File: src/pkg/bypass_host_pkg.sv
// Constants and types shared by the bypass program host controller
`default_nettype none
package bypass_host_pkg;
	// ****************************************
	// Timing
	// ****************************************
	localparam int CLK_NS = 10;
	localparam int WRITE_PULSE_NS = 40;
	localparam int READ_ACCESS_NS = 80;
	localparam int SUSPEND_LATENCY_NS = 40000;
	localparam int WRITE_PULSE_CYC = (WRITE_PULSE_NS + CLK_NS - 1) / CLK_NS;
	localparam int READ_ACCESS_CYC = (READ_ACCESS_NS + CLK_NS - 1) / CLK_NS;
	localparam int CNT_W = 16;

	// ****************************************
	// Bus widths and command codes
	// ****************************************
	localparam int ADDR_W = 23;
	localparam int DATA_W = 16;
	localparam int SECTOR_LSB = 15;
	localparam logic [7:0] CMD_WORD = 8'ha0;
	localparam logic [7:0] CMD_BUFFER = 8'h25;
	localparam logic [7:0] CMD_CONFIRM = 8'h29;
	localparam logic [7:0] CMD_SUSPEND = 8'h51;
	localparam logic [7:0] CMD_SUSPEND_OLD = 8'hb0;
	localparam logic [7:0] CMD_RESUME = 8'h50;
	localparam logic [7:0] CMD_RESET = 8'hf0;
	localparam logic [7:0] CMD_STATUS = 8'h70;
	localparam logic [ADDR_W-1:0] STATUS_ADDR = 23'h000555;
	localparam logic [DATA_W-1:0] MAX_WORD_COUNT = 16'h007f;
	localparam int READY_BIT = 7;
	localparam int HANG_BIT = 4;
	localparam logic [8:0] WC_EMPTY = 9'h1ff;

	// ****************************************
	// Types
	// ****************************************
	typedef enum logic [3:0] {
		OP_READ, OP_STATUS, OP_WORD, OP_BUF_START, OP_BUF_DATA,
		OP_BUF_CONFIRM, OP_SUSPEND, OP_RESUME, OP_RESET
	} op_t;

	typedef struct packed {
		op_t op;
		logic [ADDR_W-1:0] addr;
		logic [DATA_W-1:0] data;
	} cmd_t;

	typedef struct packed {
		logic [ADDR_W-1:0] addr;
		logic [DATA_W-1:0] dqOut;
		logic dqOe;
		logic ceN;
		logic weN;
		logic oeN;
	} pins_t;

	// Host-side picture of the device state
	typedef enum logic [2:0] {
		BYPASS_BASE, BUFFER_LOAD, BUFFER_DATA, PROGRAMMING, SUSPEND_REQUEST,
		PROGRAM_HELD
	} dev_state_t;
endpackage : bypass_host_pkg
`default_nettype wire

File: src/verilog/bypass_program_host.sv
// Host controller driving unlock-bypass program, buffer and suspend sequences
`default_nettype none

// Notes on behaviour
// - Under erase hold, program held: reads, status keep state; resume returns to programming.
// - Status entry is 70h at 555h; it changes the state only in programming, where a ready status read without the hang bit returns to base.
// - Program held: reads and status keep state; resume returns to programming.
// - Confirm 29h only when count reached -1 and sector matches.
// - Suspend while busy enters request, held after the suspend latency.
// - Host uses enhanced suspend 51h and resume 50h only.
// - Hang with ready bit set: reads keep state, F0h returns to idle.
module bypass_program_host #(
	parameter int SUSPEND_LATENCY_CYC = (bypass_host_pkg::SUSPEND_LATENCY_NS
		+ bypass_host_pkg::CLK_NS - 1) / bypass_host_pkg::CLK_NS
) (
	input wire logic clock,
	input wire logic rstn,
	input wire logic cmdValid,
	input wire bypass_host_pkg::cmd_t cmd,
	input wire logic eraseHeld,
	input wire logic [bypass_host_pkg::DATA_W-1:0] dqIn,
	output bypass_host_pkg::pins_t pins,
	output logic cmdReady,
	output logic cmdDone,
	output logic cmdRefused,
	output logic [bypass_host_pkg::DATA_W-1:0] readData,
	output bypass_host_pkg::dev_state_t devState,
	output logic nestedErase,
	output logic hang
);
	typedef enum {B_IDLE, B_SETUP, B_PULSE, B_HOLD, B_READ} bus_t;

	bus_t bus_q;
	bypass_host_pkg::pins_t pins_q;
	bypass_host_pkg::dev_state_t state_q, state_d;
	logic [bypass_host_pkg::CNT_W-1:0] cnt_q, latCnt_q;
	logic [bypass_host_pkg::ADDR_W-1:0] a0_q, a1_q, rdAddr_q, a0_d, a1_d, rdAddr_d, sector_q;
	logic [bypass_host_pkg::DATA_W-1:0] d0_q, d1_q, d0_d, d1_d, rdData_q;
	logic [1:0] nWr_q, nWr_d;
	logic rd_q, rd_d, rdStatus_q, rdStatus_d;
	logic ready_q, done_q, refused_q, nested_q, hang_q, devReady_q;
	logic [8:0] wordsLeft_q;
	logic accept, legal, autoPoll, start, statusEval, sectorOk;

	assign accept = cmdValid && ready_q;
	assign autoPoll = ready_q && !cmdValid && state_q == bypass_host_pkg::PROGRAMMING && !hang_q;
	assign start = (accept && legal) || autoPoll;
	assign statusEval = bus_q == B_READ && cnt_q == '0 && rdStatus_q;
	assign sectorOk = cmd.addr[bypass_host_pkg::ADDR_W-1:bypass_host_pkg::SECTOR_LSB]
		== sector_q[bypass_host_pkg::ADDR_W-1:bypass_host_pkg::SECTOR_LSB];

	// ****************************************
	// Command decode
	// ****************************************
	// Work out legality, bus cycles and the device state each command leads to
	always_comb begin
		legal = 1'b0;
		state_d = state_q;
		nWr_d = 2'd1;
		rd_d = 1'b0;
		rdStatus_d = 1'b0;
		a0_d = cmd.addr;
		d0_d = cmd.data;
		a1_d = cmd.addr;
		d1_d = cmd.data;
		rdAddr_d = cmd.addr;
		if (autoPoll || cmd.op == bypass_host_pkg::OP_STATUS) begin
			// Status entry is legal in every state; only a ready, non-hung status read in programming moves it, to base
			legal = 1'b1;
			a0_d = bypass_host_pkg::STATUS_ADDR;
			d0_d = {8'h00, bypass_host_pkg::CMD_STATUS};
			rd_d = 1'b1;
			rdStatus_d = 1'b1;
		end else begin
			case (cmd.op)
				bypass_host_pkg::OP_READ: begin
					// Reads keep every state, held ones included
					legal = 1'b1;
					nWr_d = 2'd0;
					rd_d = 1'b1;
				end
				bypass_host_pkg::OP_WORD: begin
					// Entry then one data write starts programming
					legal = state_q == bypass_host_pkg::BYPASS_BASE;
					nWr_d = 2'd2;
					d0_d = {8'h00, bypass_host_pkg::CMD_WORD};
					state_d = bypass_host_pkg::PROGRAMMING;
				end
				bypass_host_pkg::OP_BUF_START: begin
					// An oversize count would only earn a program error
					legal = state_q == bypass_host_pkg::BYPASS_BASE
						&& cmd.data <= bypass_host_pkg::MAX_WORD_COUNT;
					nWr_d = 2'd2;
					d0_d = {8'h00, bypass_host_pkg::CMD_BUFFER};
					state_d = bypass_host_pkg::BUFFER_LOAD;
				end
				bypass_host_pkg::OP_BUF_DATA: begin
					// Data outside the entered sector or past the count is refused
					legal = (state_q == bypass_host_pkg::BUFFER_LOAD
						|| state_q == bypass_host_pkg::BUFFER_DATA)
						&& sectorOk && wordsLeft_q != bypass_host_pkg::WC_EMPTY;
					state_d = bypass_host_pkg::BUFFER_DATA;
				end
				bypass_host_pkg::OP_BUF_CONFIRM: begin
					legal = state_q == bypass_host_pkg::BUFFER_DATA && sectorOk
						&& wordsLeft_q == bypass_host_pkg::WC_EMPTY;
					d0_d = {8'h00, bypass_host_pkg::CMD_CONFIRM};
					state_d = bypass_host_pkg::PROGRAMMING;
				end
				bypass_host_pkg::OP_SUSPEND: begin
					// Enhanced code only; the legacy form risks nested loops
					legal = state_q == bypass_host_pkg::PROGRAMMING && !devReady_q;
					d0_d = {8'h00, bypass_host_pkg::CMD_SUSPEND};
					state_d = bypass_host_pkg::SUSPEND_REQUEST;
				end
				bypass_host_pkg::OP_RESUME: begin
					legal = state_q == bypass_host_pkg::PROGRAM_HELD;
					d0_d = {8'h00, bypass_host_pkg::CMD_RESUME};
					state_d = bypass_host_pkg::PROGRAMMING;
				end
				bypass_host_pkg::OP_RESET: begin
					// Only a hung program may be reset here
					legal = state_q == bypass_host_pkg::PROGRAMMING && hang_q;
					d0_d = {8'h00, bypass_host_pkg::CMD_RESET};
					state_d = bypass_host_pkg::BYPASS_BASE;
				end
				default: begin
					legal = 1'b0;
				end
			endcase
		end
	end

	// ****************************************
	// Bus sequencer and pins
	// ****************************************
	// Runs write cycles then an optional read; pins change only here
	always_ff @(posedge clock) begin
		if (!rstn) begin
			bus_q <= B_IDLE;
			pins_q <= '{addr: '0, dqOut: '0, dqOe: 1'b0, ceN: 1'b1, weN: 1'b1, oeN: 1'b1};
			cnt_q <= '0;
			nWr_q <= 2'd0;
			rd_q <= 1'b0;
			rdStatus_q <= 1'b0;
			{a0_q, a1_q, rdAddr_q, d0_q, d1_q, rdData_q} <= '0;
			done_q <= 1'b0;
		end else begin
			done_q <= 1'b0;
			case (bus_q)
				B_IDLE: begin
					if (start) begin
						{a0_q, d0_q, a1_q, d1_q, rdAddr_q} <= {a0_d, d0_d, a1_d, d1_d, rdAddr_d};
						nWr_q <= nWr_d;
						rd_q <= rd_d;
						rdStatus_q <= rdStatus_d;
						bus_q <= (nWr_d != 2'd0) ? B_SETUP : B_READ;
						pins_q.addr <= (nWr_d != 2'd0) ? a0_d : rdAddr_d;
						pins_q.dqOut <= d0_d;
						pins_q.dqOe <= nWr_d != 2'd0;
						pins_q.ceN <= 1'b0;
						pins_q.oeN <= nWr_d != 2'd0;
						cnt_q <= bypass_host_pkg::CNT_W'(bypass_host_pkg::READ_ACCESS_CYC - 1);
					end
				end
				B_SETUP: begin
					pins_q.weN <= 1'b0;
					cnt_q <= bypass_host_pkg::CNT_W'(bypass_host_pkg::WRITE_PULSE_CYC - 1);
					bus_q <= B_PULSE;
				end
				B_PULSE: begin
					if (cnt_q == '0) begin
						pins_q.weN <= 1'b1;
						bus_q <= B_HOLD;
					end else begin
						cnt_q <= cnt_q - 1'b1;
					end
				end
				B_HOLD: begin
					// A one-cycle gap keeps address and data steady past the rising strobe
					if (nWr_q == 2'd2) begin
						nWr_q <= 2'd1;
						pins_q.addr <= a1_q;
						pins_q.dqOut <= d1_q;
						bus_q <= B_SETUP;
					end else if (rd_q) begin
						pins_q.addr <= rdAddr_q;
						pins_q.dqOe <= 1'b0;
						pins_q.oeN <= 1'b0;
						cnt_q <= bypass_host_pkg::CNT_W'(bypass_host_pkg::READ_ACCESS_CYC - 1);
						bus_q <= B_READ;
					end else begin
						pins_q.dqOe <= 1'b0;
						pins_q.ceN <= 1'b1;
						done_q <= 1'b1;
						bus_q <= B_IDLE;
					end
				end
				B_READ: begin
					if (cnt_q == '0) begin
						rdData_q <= dqIn;
						pins_q.ceN <= 1'b1;
						pins_q.oeN <= 1'b1;
						done_q <= 1'b1;
						bus_q <= B_IDLE;
					end else begin
						cnt_q <= cnt_q - 1'b1;
					end
				end
				default: bus_q <= B_IDLE;
			endcase
		end
	end

	// Ready is withheld while the bus works or a suspend settles; a refused
	// suspend must not hold it low, or the port would lock up
	always_ff @(posedge clock) begin
		if (!rstn) begin
			ready_q <= 1'b0;
			refused_q <= 1'b0;
		end else begin
			ready_q <= !start && !(bus_q != B_IDLE && !done_q)
				&& state_q != bypass_host_pkg::SUSPEND_REQUEST;
			refused_q <= accept && !legal;
		end
	end

	// ****************************************
	// Device state picture
	// ****************************************
	// Follows commands, status reads and the suspend latency
	always_ff @(posedge clock) begin
		if (!rstn) begin
			state_q <= bypass_host_pkg::BYPASS_BASE;
			nested_q <= 1'b0;
			hang_q <= 1'b0;
			devReady_q <= 1'b1;
			latCnt_q <= '0;
			wordsLeft_q <= '0;
			sector_q <= '0;
		end else begin
			if (accept && legal) begin
				state_q <= state_d;
				if (cmd.op == bypass_host_pkg::OP_WORD || cmd.op == bypass_host_pkg::OP_BUF_START) begin
					nested_q <= eraseHeld;
					sector_q <= cmd.addr;
				end
				if (cmd.op == bypass_host_pkg::OP_BUF_START)
					wordsLeft_q <= cmd.data[8:0];
				if (cmd.op == bypass_host_pkg::OP_BUF_DATA)
					wordsLeft_q <= wordsLeft_q - 9'h001;
				if (state_d == bypass_host_pkg::PROGRAMMING)
					devReady_q <= 1'b0;
				if (cmd.op == bypass_host_pkg::OP_RESET)
					hang_q <= 1'b0;
				if (cmd.op == bypass_host_pkg::OP_SUSPEND)
					latCnt_q <= bypass_host_pkg::CNT_W'(SUSPEND_LATENCY_CYC);
			end else if (state_q == bypass_host_pkg::SUSPEND_REQUEST) begin
				// Held once the worst-case latency has passed
				if (latCnt_q == '0)
					state_q <= bypass_host_pkg::PROGRAM_HELD;
				else
					latCnt_q <= latCnt_q - 1'b1;
			end
			if (statusEval && state_q == bypass_host_pkg::PROGRAMMING) begin
				devReady_q <= dqIn[bypass_host_pkg::READY_BIT];
				if (dqIn[bypass_host_pkg::READY_BIT] && dqIn[bypass_host_pkg::HANG_BIT])
					hang_q <= 1'b1;
				else if (dqIn[bypass_host_pkg::READY_BIT])
					state_q <= bypass_host_pkg::BYPASS_BASE;
			end
		end
	end

	assign pins = pins_q;
	assign cmdReady = ready_q;
	assign cmdDone = done_q;
	assign cmdRefused = refused_q;
	assign readData = rdData_q;
	assign devState = state_q;
	assign nestedErase = nested_q;
	assign hang = hang_q;
endmodule : bypass_program_host
`default_nettype wire

File: config.mk
export PLATFORM = sky130hd
export DESIGN_NAME = bypass_program_host
export DESIGN_NICKNAME = d
export VERILOG_FILES = /design/src/pkg/bypass_host_pkg.sv /design/src/verilog/bypass_program_host.sv
export SDC_FILE = /design/constraint.sdc
export NUM_CORES = 1
export LEC_CHECK = 0
export ABC_AREA = 1
export BUFFER_PORTS_ARGS = -buffer_cell sky130_fd_sc_hd__buf_2
export CAP_MARGIN = 20
export CORE_MARGIN = 1.5
export CORE_UTILIZATION = 45
export DETAILED_ROUTE_END_ITERATION = 12
export PLACE_DENSITY = 0.75
export SETUP_SLACK_MARGIN = 0.1
export SYNTH_ARGS = -nofsm -noshare
export SYNTH_HDL_FRONTEND = slang
export SYNTH_SLANG_ARGS = --single-unit
File: constraint.sdc
create_clock -name clock -period 2.57 [get_ports clock]
set_input_delay 0.257 -clock clock [delete_from_list [all_inputs] [get_ports clock]]
set_output_delay 0.257 -clock clock [all_outputs]
set_load 0.01 [all_outputs]
==> impl_metrics.yaml, run 1 <==
pwr:
  power.leakage_nw: 4.48
  finalPower_mw: 8.73
  intPower_mw: 5.46
  power.switching_mw: 3.27
  combPwrFrac_pct: 34.5
  p_clk_share_pct: 29.3
  vdd_drop_max_mv: 0.733
  power_per_cell_area_nw_per_um2: 912
  seqPwrFrac_pct: 36.3
  sw_frac_of_total_pct: 37.5
routing:
  via_per_inst: 5.27
  num_vias: 8218
  final_antenna_net_count: 0
  drcViolationCount: 0
  wirelength_mm: 21.8
  wl_per_cell_um: 14.0
  dr.first_iter.drc_count: 680
  dr.pass1.iters: 5
sta:
  period_needed_ns: 2.26
  setup_violations: 0
  max_clock_freq_mhz: 442
  hold_violations: 0
  rsz0062_at_grt: "no"
  tns_ns: 0
  hold_ws_ns: 0.0543
  slew_headroom_pct: 46.4
  worst_pin_slew_ns: 0.801
  finClkSkew_ns: 0.00884
  period_share_pct: 88.1
  slew_violations: 0
critical_path:
  cp_cell_sequence: "nand2_1 -> nor2_1 -> nand3_2 -> nand2_1 -> inv_1 -> nand3_2 -> nand2_4 -> nand3_2 -> buf_4 -> nand2_4 -> inv_4 -> nor2_1 -> nor2_1"
  slowest_delay_ns: 0.40
  critPathArrivalTime_ns: 2.63
  crit_type: "reg2reg"
  worstPathRequired_ns: 2.93
  rr_startpoint: "devState[0]"
  cpMaxStageDelayCell: "dfxtp_2"
  start_kind: "flop"
  crit_fanout: 19
  crit_family: "simple AND/OR/NAND/NOR gates"
  path_buf_inv: 3
  crit_path_end_kind: "flop"
  crit_start: "devState[0]"
global_routing:
  grt_pass1_wl_mm: 35.4
  overflow: 0
  grtUsageTotal_pct: 23.4
  grt_max_degree: 43
  grt_pass1_vias: 7363
  antenna_found_initial: 1
hold_path:
  hold_class: "in2reg"
  hp-start: "dqIn[1]"
synthesis:
  synthCells: 1210
  synth_cell_type_count: 42
  synthesis.area_um2: 8130
  yosysWarnings: 0
  synth_ff_type: "dfxtp_1"
  ys_ff_latch: 163
  async_flop_share_pct: 0
  synth_edf_count: 0
  synthesis.nets: 1277
  post_synth.cell_area_avg_um2: 6.72
  seq_area_frac_synth_pct: 40.1
finish:
  multi_input_area_um2: 4240
  area_delta_synth_final_pct: 17.7
  fill_cells: 1701
  nets: 1388
  layout.area.seq_um2: 3270
  drive_above_1_share_pct: 16.1
placement:
  io_buffers: 129
  gp_congestion: 0.922
  place_hpwl_mm: 15.1
clocking:
  cts_buffers: 17
  insertion_delay_ns: 0.43
  clock_path_buffers: 2
  clock-sinks: 163
  cts_tree: "yes"
  post_cts_buffers: 0
  cts_root_buf: "clkbuf_16"
  clk_pin_slew_worst_paths_ns: 0.07
  cts_htree_levels: 4
die:
  die_x_um: 137
  die_height_um: 137
  num_rows: 48
  core_area_um2: 17500
  die-area_um2: 18900
  io_pins: 130
  start_util_pct: 46.5
run:
  max_cap_viol_count: 0
status:
  status: "finished, final reports clean"
[power groups by stage]
stage	logic, mW	clock network (mW)	registers (mW)
final	3.01	2.55	3.17
after global routing	3.38	2.71	3.22
after CTS	3.00	2.59	3.17
after detailed placement	2.98	0	3.23
after global placement	2.92	0	3.21
after floorplan	1.97	0	3.35
[final timing paths]
kind	endpoint	cells after the start	slack, ns
setup / recovery	pins[11]	13	0.31
hold / removal	readData[1]	3	0.05
setup reg to reg	pins[11]	13	0.31
hold reg to reg	sector_q[19]	2	0.47
[metrics by stage]
stage | std cells | util [%] | setup WS, ns | area (µm²)
3_3_place_gp | 1527 | 51.3 | 0.212 | 8970
2_1_floorplan | 1210 | - | 0.551 | 8130
6_report | 1559 | 54.8 | 0.306 | 9570
5_1_grt | 1559 | 54.8 | 0.105 | 9570
3_5_place_dp | 1527 | 51.3 | 0.179 | 8970
4_1_cts | 1558 | 54.7 | 0.172 | 9550
[what timing repair did]
| action | in CTS | in global routing |
|---|---|---|
| endpoints found under the setup margin | 0 | 96 |
| hold buffers | 0 | 0 |
| gates resized for setup | 0 | 8 |
[registers in the layout, summed over array words and instances (netlist names), 8 cells and up]
signal / cells
pins: 43
rdAddr_q: 23
cnt_q: 16
d1_q: 16
latCnt_q: 16
readData: 16
wordsLeft_q: 9
sector_q: 8
[layer usage]
metal  wire length, µm  track usage (%)  vias up
met5                 0                0        -
li1                  -                -     4158
met2             10300             38.2      261
met1              9890             30.8     3771
met4               320             8.25        0
met3              1270             4.56       28
[area by class of cell]
class | instances | share of cell area (%)
multi-input combinational | 895 | 44.3
sequential | 163 | 34.1
timing repair buffer | 152 | 8.84
clock buffer | 18 | 4.48
inverter | 92 | 3.63
tap | 225 | 2.94
clock inverter | 13 | 1.61
antenna | 1 | 0.0261
[cell families (layout without fill, tap and decap cells)]
| group | after synthesis | in the layout | share of synthesized area, % |
|---|---|---|---|
| XOR/XNOR | 26 | 26 | 2.80 |
| other | 0 | 1 | 0 |
| AND/OR/NAND/NOR | 655 | 655 | 34.3 |
| adder cells (fa/ha/maj) | 4 | 4 | 0.616 |
| AO/OA/AOI/OAI | 210 | 210 | 14.3 |
| buffers and inverters | 152 | 275 | 7.80 |
| flip-flops | 163 | 163 | 40.1 |
[cell usage after synthesis, types with 2 or more instances]
cell / n / area share [%]
nor2_1: 276 / 13
nand2_1: 216 / 10
dfxtp_1: 163 / 40
o21ai_0: 107 / 6.6
inv_1: 84 / 3.9
nand3_1: 73 / 4.5
a21oi_1: 63 / 3.9
clkbuf_1: 32 / 1.5
nor3_1: 32 / 2.0
nand3b_1: 22 / 2.0
xor2_1: 16 / 1.7
buf_4: 11 / 1.0
a22o_1: 10 / 1.1
buf_2: 10 / 0.62
nand4_1: 10 / 0.77
xnor2_1: 10 / 1.1
a32oi_1: 9 / 0.97
o22ai_1: 9 / 0.69
buf_1: 6 / 0.28
inv_2: 6 / 0.28
or2_2: 6 / 0.46
nor4_1: 5 / 0.38
ha_1: 4 / 0.62
nand2_2: 3 / 0.23
nand3_2: 3 / 0.37
o21ai_1: 3 / 0.18
a22oi_1: 2 / 0.18
a31oi_1: 2 / 0.15
nand2_4: 2 / 0.28
nor2_2: 2 / 0.15
nor3b_1: 2 / 0.18
[layout by cell type (no fill, tap or decap), types with 16 or more instances in the layout]
cell type	Yosys	final
dfxtp_1	163	160
nand3b_1	22	22
nor3_1	32	32
xor2_1	16	16
buf_4	11	22
nand3_1	73	73
o21ai_0	107	107
nand2_1	216	213
nor2_1	276	276
clkbuf_16	0	17
inv_1	84	83
a21oi_1	63	63
buf_2	10	128
[tightest hold or removal path: stages]
cell	delay [ns]
buf_2	0.08
nor3_1	0.04
nor2_1	0.08
No activity file was read; power rests on OpenSTA's default activity.
==> run 2: changes to the inputs <==
--- a/config.mk
+++ b/config.mk
@@ -7,3 +7,2 @@
 export LEC_CHECK = 0
-export ABC_AREA = 1
 export BUFFER_PORTS_ARGS = -buffer_cell sky130_fd_sc_hd__buf_2
@@ -13,2 +12,3 @@
 export DETAILED_ROUTE_END_ITERATION = 12
+export HOLD_SLACK_MARGIN = 0.15
 export PLACE_DENSITY = 0.75
==> constraint.sdc (replaced) <==
create_clock -name clock -period 2.57 [get_ports clock]
set_input_delay 0.1285 -clock clock [delete_from_list [all_inputs] [get_ports clock]]
set_output_delay 0.1285 -clock clock [all_outputs]
set_load 0.01 [all_outputs]
==> impl_metrics.yaml, run 2 <==
status:
  status: "finished, final reports clean"
sta:
  hold_violations: 0
  rsz0062_at_grt: "yes"
  finClkSkew_ns: 0.0128
  period_needed_ns: 2.50
  hold_ws_ns: 0.149
  worst_pin_slew_ns: 0.711
  period_share_pct: 97.4
  max_clock_freq_mhz: 400
  slew_headroom_pct: 52.6
  slew_violations: 0
  setup_violations: 0
  tns_ns: 0
critical_path:
  path_buf_inv: 1
  crit_family: "compound AO/OA/AOI/OAI gates"
  start_kind: "flop"
  worst_path_most_repeated_cell: "a211o_1"
  crit_type: "reg2reg"
  worstPathRequired_ns: 2.86
  slowest_delay_ns: 0.53
  cp_cell_sequence: "or4_1 -> a211o_1 -> nand4_1 -> o21ai_4 -> a211o_1 -> buf_12 -> a221oi_1 -> nor3_1"
  crit_fanout: 23
  critPathArrivalTime_ns: 2.79
  cpMaxStageDelayCell: "or4_1"
  crit_path_end_kind: "flop"
synthesis:
  synthesis.area_um2: 7680
  yosysWarnings: 0
  async_flop_share_pct: 0
  ys_top_cells_by_count: "dfxtp_1 (163), nand2_1 (155), a21oi_1 (115), nor2_1 (79), nor3_1 (65)"
  synth_edf_count: 0
  synthCells: 963
  yosysMostFrequentCell: "dfxtp_1"
  synth_top_area_share_pct: 42.5
  synth_ff_type: "dfxtp_1"
  synthesis.nets: 1030
  synth_cell_type_count: 71
  synth_area_leader_cell: "dfxtp_1"
  ys_ff_latch: 163
  synthTopCellsByArea: "dfxtp_1 (42%), nand2_1 (7.6%), a21oi_1 (7.5%)"
  seq_area_frac_synth_pct: 42.5
  post_synth.cell_area_avg_um2: 7.98
routing:
  via_per_inst: 5.85
  final_antenna_net_count: 0
  wl_per_cell_um: 17.2
  num_vias: 8208
  drcViolationCount: 0
  dr.first_iter.drc_count: 726
  wirelength_mm: 24.2
  dr.pass1.iters: 7
pwr:
  vdd_drop_max_mv: 0.485
  power_per_cell_area_nw_per_um2: 617
  finalPower_mw: 6.44
  power.leakage_nw: 4.22
clocking:
  clk_pin_slew_worst_paths_ns: 0.06
  clock_path_buffers: 2
  insertion_delay_ns: 0.43
  cts_root_buf: "clkbuf_16"
  cts_htree_levels: 4
  clock-sinks: 163
  cts_buffers: 17
  cts_tree: "yes"
placement:
  io_buffers: 129
  placed_cell_area_um2: 8860
  place_hpwl_mm: 15.0
  gp_congestion: 0.938
finish:
  drive_above_1_share_pct: 25.3
  largest_reg_flops: 43
  layout_commonest_cell: "dfxtp_1"
  area_delta_synth_final_pct: 35.9
  antenna_cells: 0
  nets: 1237
  fill_cells: 1359
  design_area_um2: 10400
  layout_common_cells: "dfxtp_1 (157), nand2_1 (154), buf_2 (129)"
global_routing:
  antenna_found_initial: 0
  grtUsageTotal_pct: 26.0
  grt_pass1_vias: 7555
  overflow: 0
  grt_pass1_wl_mm: 37.4
  grt_max_degree: 77
run:
  max_cap_viol_count: 0
die:
  core_area_um2: 16600
  die-area_um2: 17900
  num_rows: 47
  io_pins: 130
  die_x_um: 134
  die_height_um: 134
  start_util_pct: 46.2
hold_path:
  hold_class: "in2reg"
run 2: worst paths after layout:
kind | slack [ns] | start | endpoint | cells after the start
worst max-delay path | 0.07 | devState[2] | pins[40] | 8
worst min-delay path | 0.15 | cmdValid | rd_q | 4
worst max register to register | 0.07 | devState[2] | pins[40] | 8
worst min register to register | 0.45 | pins[26] | pins[26] | 2
run 2: cell type report:
type                       instances  area [µm²]  share of cell area (%)
tap                              220         275                    2.64
timing repair buffer             265        1960                    18.7
clock buffer                      19         453                    4.34
clock inverter                    13         171                    1.64
inverter                          17        66.3                   0.635
sequential                       163        3270                    31.3
multi-input combinational        706        4240                    40.7
run 2: kinds of logic after synthesis:
| group | after synthesis | share of synthesized area (%) |
|---|---|---|
| mux | 10 | 1.30 |
| buf+inv | 94 | 5.05 |
| simple gates | 396 | 24.5 |
| compound gates | 279 | 24.0 |
| flops | 163 | 42.5 |
| xor+xnor | 17 | 1.94 |
| fa+ha+maj | 4 | 0.652 |
run 2: timing repair:
| item | in CTS | in global routing |
|---|---|---|
| endpoints found under the hold margin | 106 | 1 |
| hold buffers | 56 | 1 |
| setup buffers | 1 | 11 |
| gates cloned | 1 | 1 |
| pin swaps | 2 | 23 |
| setup endpoints to repair | 58 | 132 |
| resized for setup | 6 | 50 |
run 2: tightest hold or removal path, stage by stage:
cell and delay (ns):
buf_2 0.10, nor3b_2 0.07, a21oi_2 0.15, a211oi_1 0.08
run 2: per-layer routing:
metal | global-route usage [%] | up-vias | share of wire [%]
li1 | - | 3904 | -
met1 | 33.7 | 3880 | 42
met2 | 42.1 | 369 | 48
met3 | 5.44 | 55 | 7.1
met4 | 10.7 | 0 | 2.9
met5 | 0 | - | 0
run 2: power breakdown:
group | switching (mW) | internal [mW] | leakage [nW] | total (mW)
Combinational | 0.587 | 0.476 | 2.60 | 1.06
Sequential | 0.0699 | 2.61 | 1.32 | 2.68
Clock | 1.09 | 1.60 | 0.306 | 2.69
Total | 1.75 | 4.69 | 4.22 | 6.44
run 2: per-stage QoR:
| stage | util, % | instances | worst slack (ns) |
|---|---|---|---|
| after floorplan | - | 963 | 0.105 |
| after global placement | 53.2 | 1299 | 0.0744 |
| after detailed placement | 53.2 | 1299 | 0.0584 |
| after CTS | 60.7 | 1389 | 0.0970 |
| after global routing | 62.7 | 1403 | 0.0457 |
| final | 62.7 | 1403 | 0.0670 |
